--- src/inc/port_mode_defs.vh ---
// Constants for the port mode control block: register map, fields, reset values
`ifndef PORT_MODE_DEFS_VH
`define PORT_MODE_DEFS_VH

// ----------------------------------------------------------------
// Register byte addresses (one aligned 32-bit word each)
// ----------------------------------------------------------------
`define ADDR_CTRL_A 12'h000
`define ADDR_CTRL_B 12'h004
`define ADDR_DIR_A 12'h008
`define ADDR_DIR_B 12'h00C
`define ADDR_DIR_C 12'h010
`define ADDR_DIR_D 12'h014
`define ADDR_DRV_A 12'h018
`define ADDR_DRV_B 12'h01C
`define ADDR_DRV_C 12'h020
`define ADDR_DRV_D 12'h024
`define ADDR_DOUT_A 12'h028
`define ADDR_DOUT_B 12'h02C
`define ADDR_DOUT_C 12'h030
`define ADDR_DOUT_D 12'h034
`define ADDR_DIN_A 12'h038
`define ADDR_DIN_B 12'h03C
`define ADDR_DIN_C 12'h040
`define ADDR_DIN_D 12'h044
`define ADDR_MEM_MODE 12'h048
`define ADDR_BUS_CFG 12'h04C
`define ADDR_HIADDR 12'h050

// ----------------------------------------------------------------
// Fields and reset values
// ----------------------------------------------------------------
`define PIO_BIT 7
`define BUSCFG_NONMUX_BIT 0
`define BUSCFG_DATAPORT_BIT 1
`define BUSCFG_JTAGCFG_BIT 2
`define PORTD_MASK 3'h7
`define CFG_RESET 8'h00
`define MEM_MODE_RESET 8'h00
`define BUSCFG_RESET 8'h00

`endif

--- src/rtl/port_mode_control.v ---
// Mode control for four I/O ports with an APB register slave
//
// Summary of operation
// - Pin drives latched address when its mode bit is set and its oe term or direction bit is set.
// - On an 8-bit non-multiplexed bus, low address lines appear only on port B.
// - Port A can serve as data bus for a non-multiplexed host.
// - Data bus mode on port A disables all its general I/O functions.
// - High address bits on ports A to D latch on the address strobe.
// - Port inputs used in memory select decode are treated as address inputs.
// - Writing one to bit 7 of memory mode register enables peripheral I/O.
// - In peripheral I/O mode port A is a bidirectional host data buffer.
// - Peripheral buffer stays high impedance unless a peripheral select is active.
// - Port C carries programming pins shared with its other functions.
// - Programming pins enabled by select term, stored config, or enable input.
// - Each pin driver enable is direction bit ORed with its oe term, except port A in data bus, peripheral or non-multiplexed mode.
// - Configuration registers are read and written with ordinary bus cycles.
// - Bit n of each port mode, direction and data out register controls pin n only; drive registers control nothing.
// - All configuration registers reset to zero.
// - Mode bit zero selects host I/O, one selects address out; ports A, B only.
// - Direction one is output, zero input; port D has three direction bits.
//
// Chosen here: the APB interface to the registers and the register addresses.
`timescale 1ns/1ps
`include "port_mode_defs.vh"

module port_mode_control #(
  parameter AW = 12
) (
  input wire clk_sys_i,
  input wire rst_n_i,
  // APB slave
  input wire psel_i,
  input wire penable_i,
  input wire pwrite_i,
  input wire [AW-1:0] paddr_i,
  input wire [31:0] pwdata_i,
  output reg [31:0] prdata_o,
  output reg pready_o,
  output reg pslverr_o,
  // Host bus side
  input wire address_latch_strobe_i,
  input wire [15:0] host_addr_i,
  input wire [7:0] host_data_i,
  input wire host_data_write_i,
  output reg [7:0] host_data_o,
  // Product terms from the logic arrays
  input wire [7:0] oe_term_a_i,
  input wire [7:0] oe_term_b_i,
  input wire [7:0] oe_term_c_i,
  input wire [2:0] oe_term_d_i,
  input wire [7:0] decode_use_a_i,
  input wire [7:0] decode_use_b_i,
  input wire [7:0] decode_use_c_i,
  input wire [2:0] decode_use_d_i,
  input wire periph_select_0_i,
  input wire periph_select_1_i,
  input wire boundary_port_select_term_i,
  input wire jtag_enable_i,
  // Pins
  input wire [7:0] port_a_in_i,
  input wire [7:0] port_b_in_i,
  input wire [7:0] port_c_in_i,
  input wire [2:0] port_d_in_i,
  output reg [7:0] port_a_out_o,
  output reg [7:0] port_a_oe_o,
  output reg [7:0] port_b_out_o,
  output reg [7:0] port_b_oe_o,
  output reg [7:0] port_c_out_o,
  output reg [7:0] port_c_oe_o,
  output reg [2:0] port_d_out_o,
  output reg [2:0] port_d_oe_o,
  output reg jtag_pins_enable_o,
  output reg [31:0] hi_addr_latched_o
);

  // ----------------------------------------------------------------
  // Registers
  // ----------------------------------------------------------------
  reg [7:0] ctrl_a_reg;
  reg [7:0] ctrl_b_reg;
  reg [7:0] dir_a_reg;
  reg [7:0] dir_b_reg;
  reg [7:0] dir_c_reg;
  reg [2:0] dir_d_reg;
  reg [7:0] drv_a_reg;
  reg [7:0] drv_b_reg;
  reg [7:0] drv_c_reg;
  reg [2:0] drv_d_reg;
  reg [7:0] dout_a_reg;
  reg [7:0] dout_b_reg;
  reg [7:0] dout_c_reg;
  reg [2:0] dout_d_reg;
  reg [7:0] memory_mode_reg;
  reg [7:0] bus_cfg_reg;
  reg [7:0] lat_addr_reg;
  reg [7:0] lat_a_reg;
  reg [7:0] lat_b_reg;
  reg [7:0] lat_c_reg;
  reg [2:0] lat_d_reg;

  wire wr_en = psel_i & penable_i & pwrite_i;
  wire rd_setup = psel_i & ~penable_i & ~pwrite_i;
  wire periph_io_enable = memory_mode_reg[`PIO_BIT];
  wire nonmux_bus = bus_cfg_reg[`BUSCFG_NONMUX_BIT];
  wire data_port_mode = bus_cfg_reg[`BUSCFG_DATAPORT_BIT];
  wire periph_sel = periph_select_0_i | periph_select_1_i;

  // Pin output value: latched address where ctrl set, else data out
  function [7:0] pin_out;
    input [7:0] ctrl;
    input [7:0] addr;
    input [7:0] dout;
    begin
      pin_out = (ctrl & addr) | (~ctrl & dout);
    end
  endfunction

  // Low nibble carries address 3..0, high nibble 7..4; port A gets zero on a non-multiplexed bus
  function [7:0] addr_for_port;
    input [7:0] la;
    input is_port_b;
    begin
      if (nonmux_bus && !is_port_b) begin
        addr_for_port = `CFG_RESET;
      end else begin
        addr_for_port = {la[7:4], la[3:0]};
      end
    end
  endfunction

  // Pins outside the decode mask keep their old latched value
  function [7:0] latch_merge;
    input [7:0] old;
    input [7:0] pins;
    input [7:0] use_mask;
    begin
      latch_merge = (old & ~use_mask) | (pins & use_mask);
    end
  endfunction

  // ----------------------------------------------------------------
  // APB register writes
  // ----------------------------------------------------------------
  always @(posedge clk_sys_i or negedge rst_n_i) begin
    if (!rst_n_i) begin
      ctrl_a_reg <= `CFG_RESET;
      ctrl_b_reg <= `CFG_RESET;
      dir_a_reg <= `CFG_RESET;
      dir_b_reg <= `CFG_RESET;
      dir_c_reg <= `CFG_RESET;
      dir_d_reg <= 3'h0;
      drv_a_reg <= `CFG_RESET;
      drv_b_reg <= `CFG_RESET;
      drv_c_reg <= `CFG_RESET;
      drv_d_reg <= 3'h0;
      dout_a_reg <= `CFG_RESET;
      dout_b_reg <= `CFG_RESET;
      dout_c_reg <= `CFG_RESET;
      dout_d_reg <= 3'h0;
      memory_mode_reg <= `MEM_MODE_RESET;
      bus_cfg_reg <= `BUSCFG_RESET;
    end else if (wr_en) begin
      case (paddr_i)
        `ADDR_CTRL_A: ctrl_a_reg <= pwdata_i[7:0];
        `ADDR_CTRL_B: ctrl_b_reg <= pwdata_i[7:0];
        `ADDR_DIR_A: dir_a_reg <= pwdata_i[7:0];
        `ADDR_DIR_B: dir_b_reg <= pwdata_i[7:0];
        `ADDR_DIR_C: dir_c_reg <= pwdata_i[7:0];
        `ADDR_DIR_D: dir_d_reg <= pwdata_i[2:0];
        `ADDR_DRV_A: drv_a_reg <= pwdata_i[7:0];
        `ADDR_DRV_B: drv_b_reg <= pwdata_i[7:0];
        `ADDR_DRV_C: drv_c_reg <= pwdata_i[7:0];
        `ADDR_DRV_D: drv_d_reg <= pwdata_i[2:0];
        `ADDR_DOUT_A: dout_a_reg <= pwdata_i[7:0];
        `ADDR_DOUT_B: dout_b_reg <= pwdata_i[7:0];
        `ADDR_DOUT_C: dout_c_reg <= pwdata_i[7:0];
        `ADDR_DOUT_D: dout_d_reg <= pwdata_i[2:0];
        `ADDR_MEM_MODE: memory_mode_reg <= pwdata_i[7:0];
        `ADDR_BUS_CFG: bus_cfg_reg <= pwdata_i[7:0];
        default: ;
      endcase
    end
  end

  // ----------------------------------------------------------------
  // APB read and answer: one wait-free access phase
  // ----------------------------------------------------------------
  reg [31:0] rd_data;
  reg rd_hit;
  always @* begin
    rd_hit = 1'b1;
    rd_data = 32'h0000_0000;
    case (paddr_i)
      `ADDR_CTRL_A: rd_data[7:0] = ctrl_a_reg;
      `ADDR_CTRL_B: rd_data[7:0] = ctrl_b_reg;
      `ADDR_DIR_A: rd_data[7:0] = dir_a_reg;
      `ADDR_DIR_B: rd_data[7:0] = dir_b_reg;
      `ADDR_DIR_C: rd_data[7:0] = dir_c_reg;
      `ADDR_DIR_D: rd_data[2:0] = dir_d_reg;
      `ADDR_DRV_A: rd_data[7:0] = drv_a_reg;
      `ADDR_DRV_B: rd_data[7:0] = drv_b_reg;
      `ADDR_DRV_C: rd_data[7:0] = drv_c_reg;
      `ADDR_DRV_D: rd_data[2:0] = drv_d_reg;
      `ADDR_DOUT_A: rd_data[7:0] = dout_a_reg;
      `ADDR_DOUT_B: rd_data[7:0] = dout_b_reg;
      `ADDR_DOUT_C: rd_data[7:0] = dout_c_reg;
      `ADDR_DOUT_D: rd_data[2:0] = dout_d_reg;
      `ADDR_DIN_A: rd_data[7:0] = port_a_in_i;
      `ADDR_DIN_B: rd_data[7:0] = port_b_in_i;
      `ADDR_DIN_C: rd_data[7:0] = port_c_in_i;
      `ADDR_DIN_D: rd_data[2:0] = port_d_in_i;
      `ADDR_MEM_MODE: rd_data[7:0] = memory_mode_reg;
      `ADDR_BUS_CFG: rd_data[7:0] = bus_cfg_reg;
      `ADDR_HIADDR: rd_data = {5'h00, lat_d_reg, lat_c_reg, lat_b_reg, lat_a_reg};
      default: rd_hit = 1'b0;
    endcase
  end

  // Ready rises in the first access cycle and drops with it
  always @(posedge clk_sys_i or negedge rst_n_i) begin
    if (!rst_n_i) begin
      pready_o <= 1'b0;
      pslverr_o <= 1'b0;
      prdata_o <= 32'h0000_0000;
    end else begin
      pready_o <= psel_i & ~penable_i;
      pslverr_o <= psel_i & ~penable_i & ~rd_hit;
      if (rd_setup) begin
        prdata_o <= rd_data;
      end
    end
  end

  // ----------------------------------------------------------------
  // Address strobe latches
  // ----------------------------------------------------------------
  // Port D is widened to a byte so that it shares the merge function
  wire [7:0] lat_d_merged = latch_merge({5'h00, lat_d_reg}, {5'h00, port_d_in_i},
    {5'h00, decode_use_d_i});

  // The strobe is sampled as a level: latches stay transparent while high
  always @(posedge clk_sys_i or negedge rst_n_i) begin
    if (!rst_n_i) begin
      lat_addr_reg <= `CFG_RESET;
      lat_a_reg <= `CFG_RESET;
      lat_b_reg <= `CFG_RESET;
      lat_c_reg <= `CFG_RESET;
      lat_d_reg <= 3'h0;
    end else if (address_latch_strobe_i) begin
      lat_addr_reg <= host_addr_i[7:0];
      // Only pins that feed memory decode count as address inputs
      lat_a_reg <= latch_merge(lat_a_reg, port_a_in_i, decode_use_a_i);
      lat_b_reg <= latch_merge(lat_b_reg, port_b_in_i, decode_use_b_i);
      lat_c_reg <= latch_merge(lat_c_reg, port_c_in_i, decode_use_c_i);
      lat_d_reg <= lat_d_merged[2:0];
    end
  end

  // ----------------------------------------------------------------
  // Pin drivers
  // ----------------------------------------------------------------
  // Address out needs ctrl plus oe term or dir; ctrl alone leaves the pin undriven
  wire [7:0] a_addr = addr_for_port(lat_addr_reg, 1'b0);
  wire [7:0] b_addr = addr_for_port(lat_addr_reg, 1'b1);
  wire [7:0] a_gpio_oe = dir_a_reg | oe_term_a_i;
  wire [7:0] b_gpio_oe = dir_b_reg | oe_term_b_i;
  wire [7:0] a_mask = nonmux_bus ? ~ctrl_a_reg : 8'hFF;

  always @(posedge clk_sys_i or negedge rst_n_i) begin
    if (!rst_n_i) begin
      port_a_out_o <= `CFG_RESET;
      port_a_oe_o <= `CFG_RESET;
      port_b_out_o <= `CFG_RESET;
      port_b_oe_o <= `CFG_RESET;
      port_c_out_o <= `CFG_RESET;
      port_c_oe_o <= `CFG_RESET;
      port_d_out_o <= 3'h0;
      port_d_oe_o <= 3'h0;
      host_data_o <= `CFG_RESET;
      jtag_pins_enable_o <= 1'b0;
      hi_addr_latched_o <= 32'h0000_0000;
    end else begin
      if (data_port_mode) begin
        // Port A joins the host data bus; general I/O is off
        port_a_out_o <= host_data_i;
        port_a_oe_o <= {8{host_data_write_i}};
        host_data_o <= port_a_in_i;
      end else if (periph_io_enable) begin
        // Buffer floats unless a peripheral select is active
        port_a_out_o <= host_data_i;
        port_a_oe_o <= {8{periph_sel & host_data_write_i}};
        host_data_o <= periph_sel ? port_a_in_i : `CFG_RESET;
      end else begin
        port_a_out_o <= pin_out(ctrl_a_reg, a_addr, dout_a_reg);
        port_a_oe_o <= a_gpio_oe & a_mask;
        host_data_o <= `CFG_RESET;
      end
      port_b_out_o <= pin_out(ctrl_b_reg, b_addr, dout_b_reg);
      port_b_oe_o <= b_gpio_oe;
      port_c_out_o <= dout_c_reg;
      port_c_oe_o <= dir_c_reg | oe_term_c_i;
      port_d_out_o <= dout_d_reg;
      port_d_oe_o <= (dir_d_reg | oe_term_d_i) & `PORTD_MASK;
      jtag_pins_enable_o <= boundary_port_select_term_i | bus_cfg_reg[`BUSCFG_JTAGCFG_BIT]
        | jtag_enable_i;
      hi_addr_latched_o <= {5'h00, lat_d_reg, lat_c_reg, lat_b_reg, lat_a_reg};
    end
  end

endmodule // port_mode_control

--- config.mk ---
export PLATFORM = sky130hd
export DESIGN_NAME = port_mode_control
export DESIGN_NICKNAME = d
export VERILOG_FILES = /design/src/rtl/port_mode_control.v
export VERILOG_INCLUDE_DIRS = /design/src /design/src/inc
export SDC_FILE = /design/constraint.sdc
export NUM_CORES = 1
export LEC_CHECK = 0
export BUFFER_PORTS_ARGS = -buffer_cell sky130_fd_sc_hd__buf_4
export CAP_MARGIN = 20
export CORE_MARGIN = 2
export CORE_UTILIZATION = 56
export DETAILED_ROUTE_END_ITERATION = 10
export PLACE_DENSITY = 0.91
export SYNTH_ARGS = -nofsm -noshare
export SYNTH_HDL_FRONTEND = slang
export SYNTH_SLANG_ARGS = --single-unit
--- constraint.sdc ---
create_clock -name clk_sys_i -period 3 [get_ports clk_sys_i]
set_input_delay 0.15 -clock clk_sys_i [delete_from_list [all_inputs] [get_ports clk_sys_i]]
set_output_delay 0.15 -clock clk_sys_i [all_outputs]
set_load 0.02 [all_outputs]
== After elaboration in Yosys (flattened, before gate mapping) ==
Index checks and enable logic that the tools add are counted.
Cells by class
  mux-type cells: 13
  reductions and logical operators: 18
  bitwise operators: 41
  equality and inequality tests: 20
Operator list (count)
  12-bit by 6-bit equality test with 1-bit output (second input constant): 8
  8-bit bitwise AND: 11
  5-bit one-hot mux with 17 select lines: 1
  8-bit two-way mux: 9
  8-bit OR: 8
  3-bit one-hot mux with 21 select lines: 1
  12-bit by 7-bit equality test with 1-bit output (second input constant): 5
  12-bit by 5-bit equality test with 1-bit output (second input constant): 4
  8-bit NOT: 5
  2-bit AND reduction: 16
  12-bit by 4-bit equality test with 1-bit output (second input constant): 2
  21-bit OR reduction: 1
  19-bit two-way mux: 1
  12-bit by 3-bit equality test with 1-bit output (second input constant): 1
  12-bit logical NOT: 1
  1-bit bitwise AND: 6
  3-bit bitwise AND: 2
  3-bit OR: 2
  1-bit NOT: 3
  3-bit NOT: 1
  1-bit OR: 3
  1-bit two-way mux: 1
Word-level totals
  output and inout bits: 129
  input bits: 160
  bits in registers: 272
  logic and storage cells: 127

== Logic depth before layout (Yosys ltp) ==
  depth after elaboration: 5
  depth in mapped cells: 8
  mapped depth without buffers: 5

== Worst setup path before layout ==
No wires, ideal clock.
  kind: input to register
  start point: input paddr_i[4]
  end point: register drv_d_reg[2]
  slack: 1366 ps
  arrival time: 1509 ps
  library setup time: 125 ps
  required time: 2875 ps
  buffers on the path: 1
  cell stages on the path: 5
  cells stage by stage: buf_4 nor4b_4 nand2_1 nor2_1 mux2_2
On the way
  longest elaborated chain between the ends: 2
Ends and longest elaborated chain
  start: declaration: RTL line port_mode_control.v:35  | input wire [AW-1:0] paddr_i,
  12-bit by 6-bit equality test with 1-bit output: RTL line port_mode_control.v:163  | case (paddr_i)
  2-bit AND reduction (no source line)
  end signal: assignment: RTL line port_mode_control.v:173  | `ADDR_DRV_D: drv_d_reg <= pwdata_i[2:0];
  end: declaration: RTL line port_mode_control.v:88  | reg [2:0] drv_d_reg;
Every way passes these cells.
A chain may end at the register's enable or synchronous reset.

== Worst setup path in the final report ==
  start point: input psel_i
  end point: register prdata_o[4]
On the way
  longest elaborated chain between the ends: 2
Ends and longest elaborated chain
  start: declaration: RTL line port_mode_control.v:32  | input wire psel_i,
  1-bit bitwise AND (2 in series): RTL line port_mode_control.v:102  | wire rd_setup = psel_i & ~penable_i & ~pwrite_i;
  end signal: assignment: RTL line port_mode_control.v:229  | prdata_o <= rd_data;
  end: declaration: RTL line port_mode_control.v:37  | output reg [31:0] prdata_o,
Every way passes these cells.

==> results_dict.tcl <==
set metrics [dict create \
    synthTopCellsByArea "dfrtp_1, mux2_2, nand2_1, mux2i_1, o21ai_0" \
    synth_top_area_share_pct 57.75 \
    final_cell_mix "dfrtp_1, buf_4, mux2_2" \
    fill_cells 1232 \
    area_growth_pct 34.54 \
    cp.required_ns 3.45 \
    cp.arrival_ns 2.62 \
    p_int_mw 6.354 \
    num_vias 9511 \
    synth_compound_area_share_pct 7.429 \
    core-area_sq_um 20230 \
    syn-cell-area_sq_um 11570 \
    slew_headroom_pct 42.52 \
    worstPathMaxFanout 31 \
    min_path_type "in -> reg" \
    ys.warnings.count 0 \
    layout_setup_ws_ns 0.8327 \
    irDropWorstVdd_v 0.0004456 \
    worst_pin_slew_ns 0.8623 \
    end_kind "flip-flop" \
    synth_area_per_cell_sq_um 12.67 \
    p_sw_mw 2.080 \
    ioPinCount 289 \
    synth_top_cell_by_area "dfrtp_1" \
    synth_xor_area_share_pct 0 \
    multi_input_area_sq_um 4577 \
    drt_iter0_drc 900 \
    cts_buffer_depth 3 \
    grt_use_total_pct 36.75 \
    clock_latency_ns 0.54 \
    pwr-share-seq_pct 45.5 \
    placed_cell_area_sq_um 13620 \
    initial_core_util_pct 57.18 \
    antenna_found_initial 2 \
    numCtsBuffers 28 \
    regArea_sq_um 6681 \
    dp_hpwl_um 25910 \
    async_flop_share_pct 100.0 \
    nets 1413 \
    setup_violations 0 \
    layout_commonest_cell "dfrtp_1" \
    first_global_vias 9786 \
    drc 0 \
    cts_setup_buffers 0 \
    synth_ff_type "dfrtp_1" \
    critPathKind "in -> reg" \
    wire_per_inst_um 25.69 \
    finalMaxSlewViolations 0 \
    clk_pin_slew_ns 0.07 \
    synth_top_family_by_area "multiplexers" \
    first_pass_iters 5 \
    status "complete, no violations" \
    synth.area.mux_share_pct 18.83 \
    reg2reg_slack_ns 1.17 \
    maxCapViolations 0 \
    postRouteAntennaNets 0 \
    hold_violations 0 \
    htree_levels 1 \
    p_leak_nw 7.467 \
    final_core_util_pct 76.93 \
    p_sw_share_pct 24.66 \
    max_freq_mhz 461.4 \
    place.gp.congestion 0.9755 \
    finalCriticalPeriod_ns 2.167 \
    skew_ns 0.008203 \
    finalCritPeriodShare_pct 72.24 \
    powerDensity_nw_per_um2 541.8 \
    clkPwrFrac_pct 43.4 \
    drive_gt1_share_pct 42.04 \
    via_per_inst 6.152 \
    grt_first_pass_wirelength_um 60330 \
    cts_resized 0 \
    cts_tree "done" \
    synth-adder-area-share_pct 0 \
    postRouteWirelength_um 39720 \
    pre_cts_slack_ns 0.7470 \
    fp.dieW_um 147.7 \
    die_y_um 147.7 \
    synth_edf_count 0 \
    synth-seq-cells 267 \
    rows 52 \
    port_buffers 246 \
    yosysSeqAreaShare_pct 57.75 \
    cts_root_buf "clkbuf_16" \
    overflow 0 \
    rsz0062_at_grt "no" \
    fin_area_sq_um 15570 \
    grt_max_degree 90 \
    cts.sinks 267 \
    critPathLaunchType "input pin" \
    synth-simple-area-share_pct 12.98 \
    tns_ns 0 \
    die_area_sq_um 21830 \
    combPwrFrac_pct 11.2 \
    synthCells 913 \
    hold_buffers 97 \
    yosysUniqueCellTypes 68 \
]
==> area by class of cell <==
type | instances | share of cell area (%)
Tap cell | 270 | 2.170
Clock inverter | 18 | 1.358
Timing Repair Buffer | 361 | 19.10
Inverter | 5 | 0.1206
Multi-Input combinational cell | 590 | 29.40
Antenna cell | 1 | 0.01608
Sequential cell | 267 | 42.92
Clock buffer | 34 | 4.911
==> layer usage <==
metal,global-route usage [%],wire length [um]
met1,47.00,14360
met2,60.93,19370
met3,7.099,3877
met4,17.26,2114
met5,0,0
==> final timing paths <==
check | start | end | depth (start not counted)
max in group asynchronous | rst_n_i | dout_b_reg[4]$_DFFE_PN0P_ | 3
min in group asynchronous | rst_n_i | port_b_oe_o[7]$_DFF_PN0_ | 2
worst min register to register | dout_c_reg[0]$_DFFE_PN0P_ | port_c_out_o[0]$_DFF_PN0_ | 0
worst max register to register | dout_b_reg[3]$_DFFE_PN0P_ | prdata_o[3]$_DFFE_PN0P_ | 4
worst min-delay path | decode_use_a_i[5] | flip-flop | 3
worst max-delay path | psel_i | prdata_o[4]$_DFFE_PN0P_ | 6
==> synth_stat cells, types with 4 or more instances <==
master    count
a21oi_1      16
a22o_1        8
a22oi_1      15
a31oi_1       5
a32oi_1       7
and3_1        4
and3b_1       6
buf_2        12
buf_4        17
clkbuf_1     27
dfrtp_1     267
inv_1         5
mux2_2      168
mux2i_1      23
nand2_1     103
nand3_1      33
nand3b_1      4
nor2_1       14
nor2_4       13
nor2b_1      23
o21ai_0      36
o22ai_1       4
o31ai_1       4
or2_2        21
==> cell families after synthesis <==
kind of cell	after synthesis
other	1
AOI/OAI and AO/OA	125
buffers and inverters	65
DFF	267
and+or+nand+nor	261
muxes	194
==> per-stage QoR <==
stage | total power, mW | cells | hold WS [ns]
floorplan | 4.218 | 922 | -0.1456
global placement | 4.643 | 1396 | 0.2013
detailed placement | 4.671 | 1396 | 0.2151
CTS | 8.400 | 1545 | 0.001554
global route | 8.674 | 1546 | 0.01134
finish | 8.434 | 1546 | 0.004420
==> critical path: stages <==
cell and delay, ns:
dlygate4sd3_1 0.57, buf_4 0.13, or3b_2 0.79, nor3_1 0.38, nand2_1 0.30, a32oi_1 0.26
==> power groups by stage <==
| stage | combinational (mW) | sequential, mW | clock [mW] |
|---|---|---|---|
| 2_1_floorplan | 0.254 | 3.96 | 0 |
| 3_3_place_gp | 0.763 | 3.88 | 0 |
| 3_5_place_dp | 0.780 | 3.89 | 0 |
| 4_1_cts | 0.919 | 3.83 | 3.65 |
| 5_1_grt | 0.990 | 3.84 | 3.84 |
| 6_report | 0.942 | 3.83 | 3.66 |
Power figures use the tool's default switching activity.
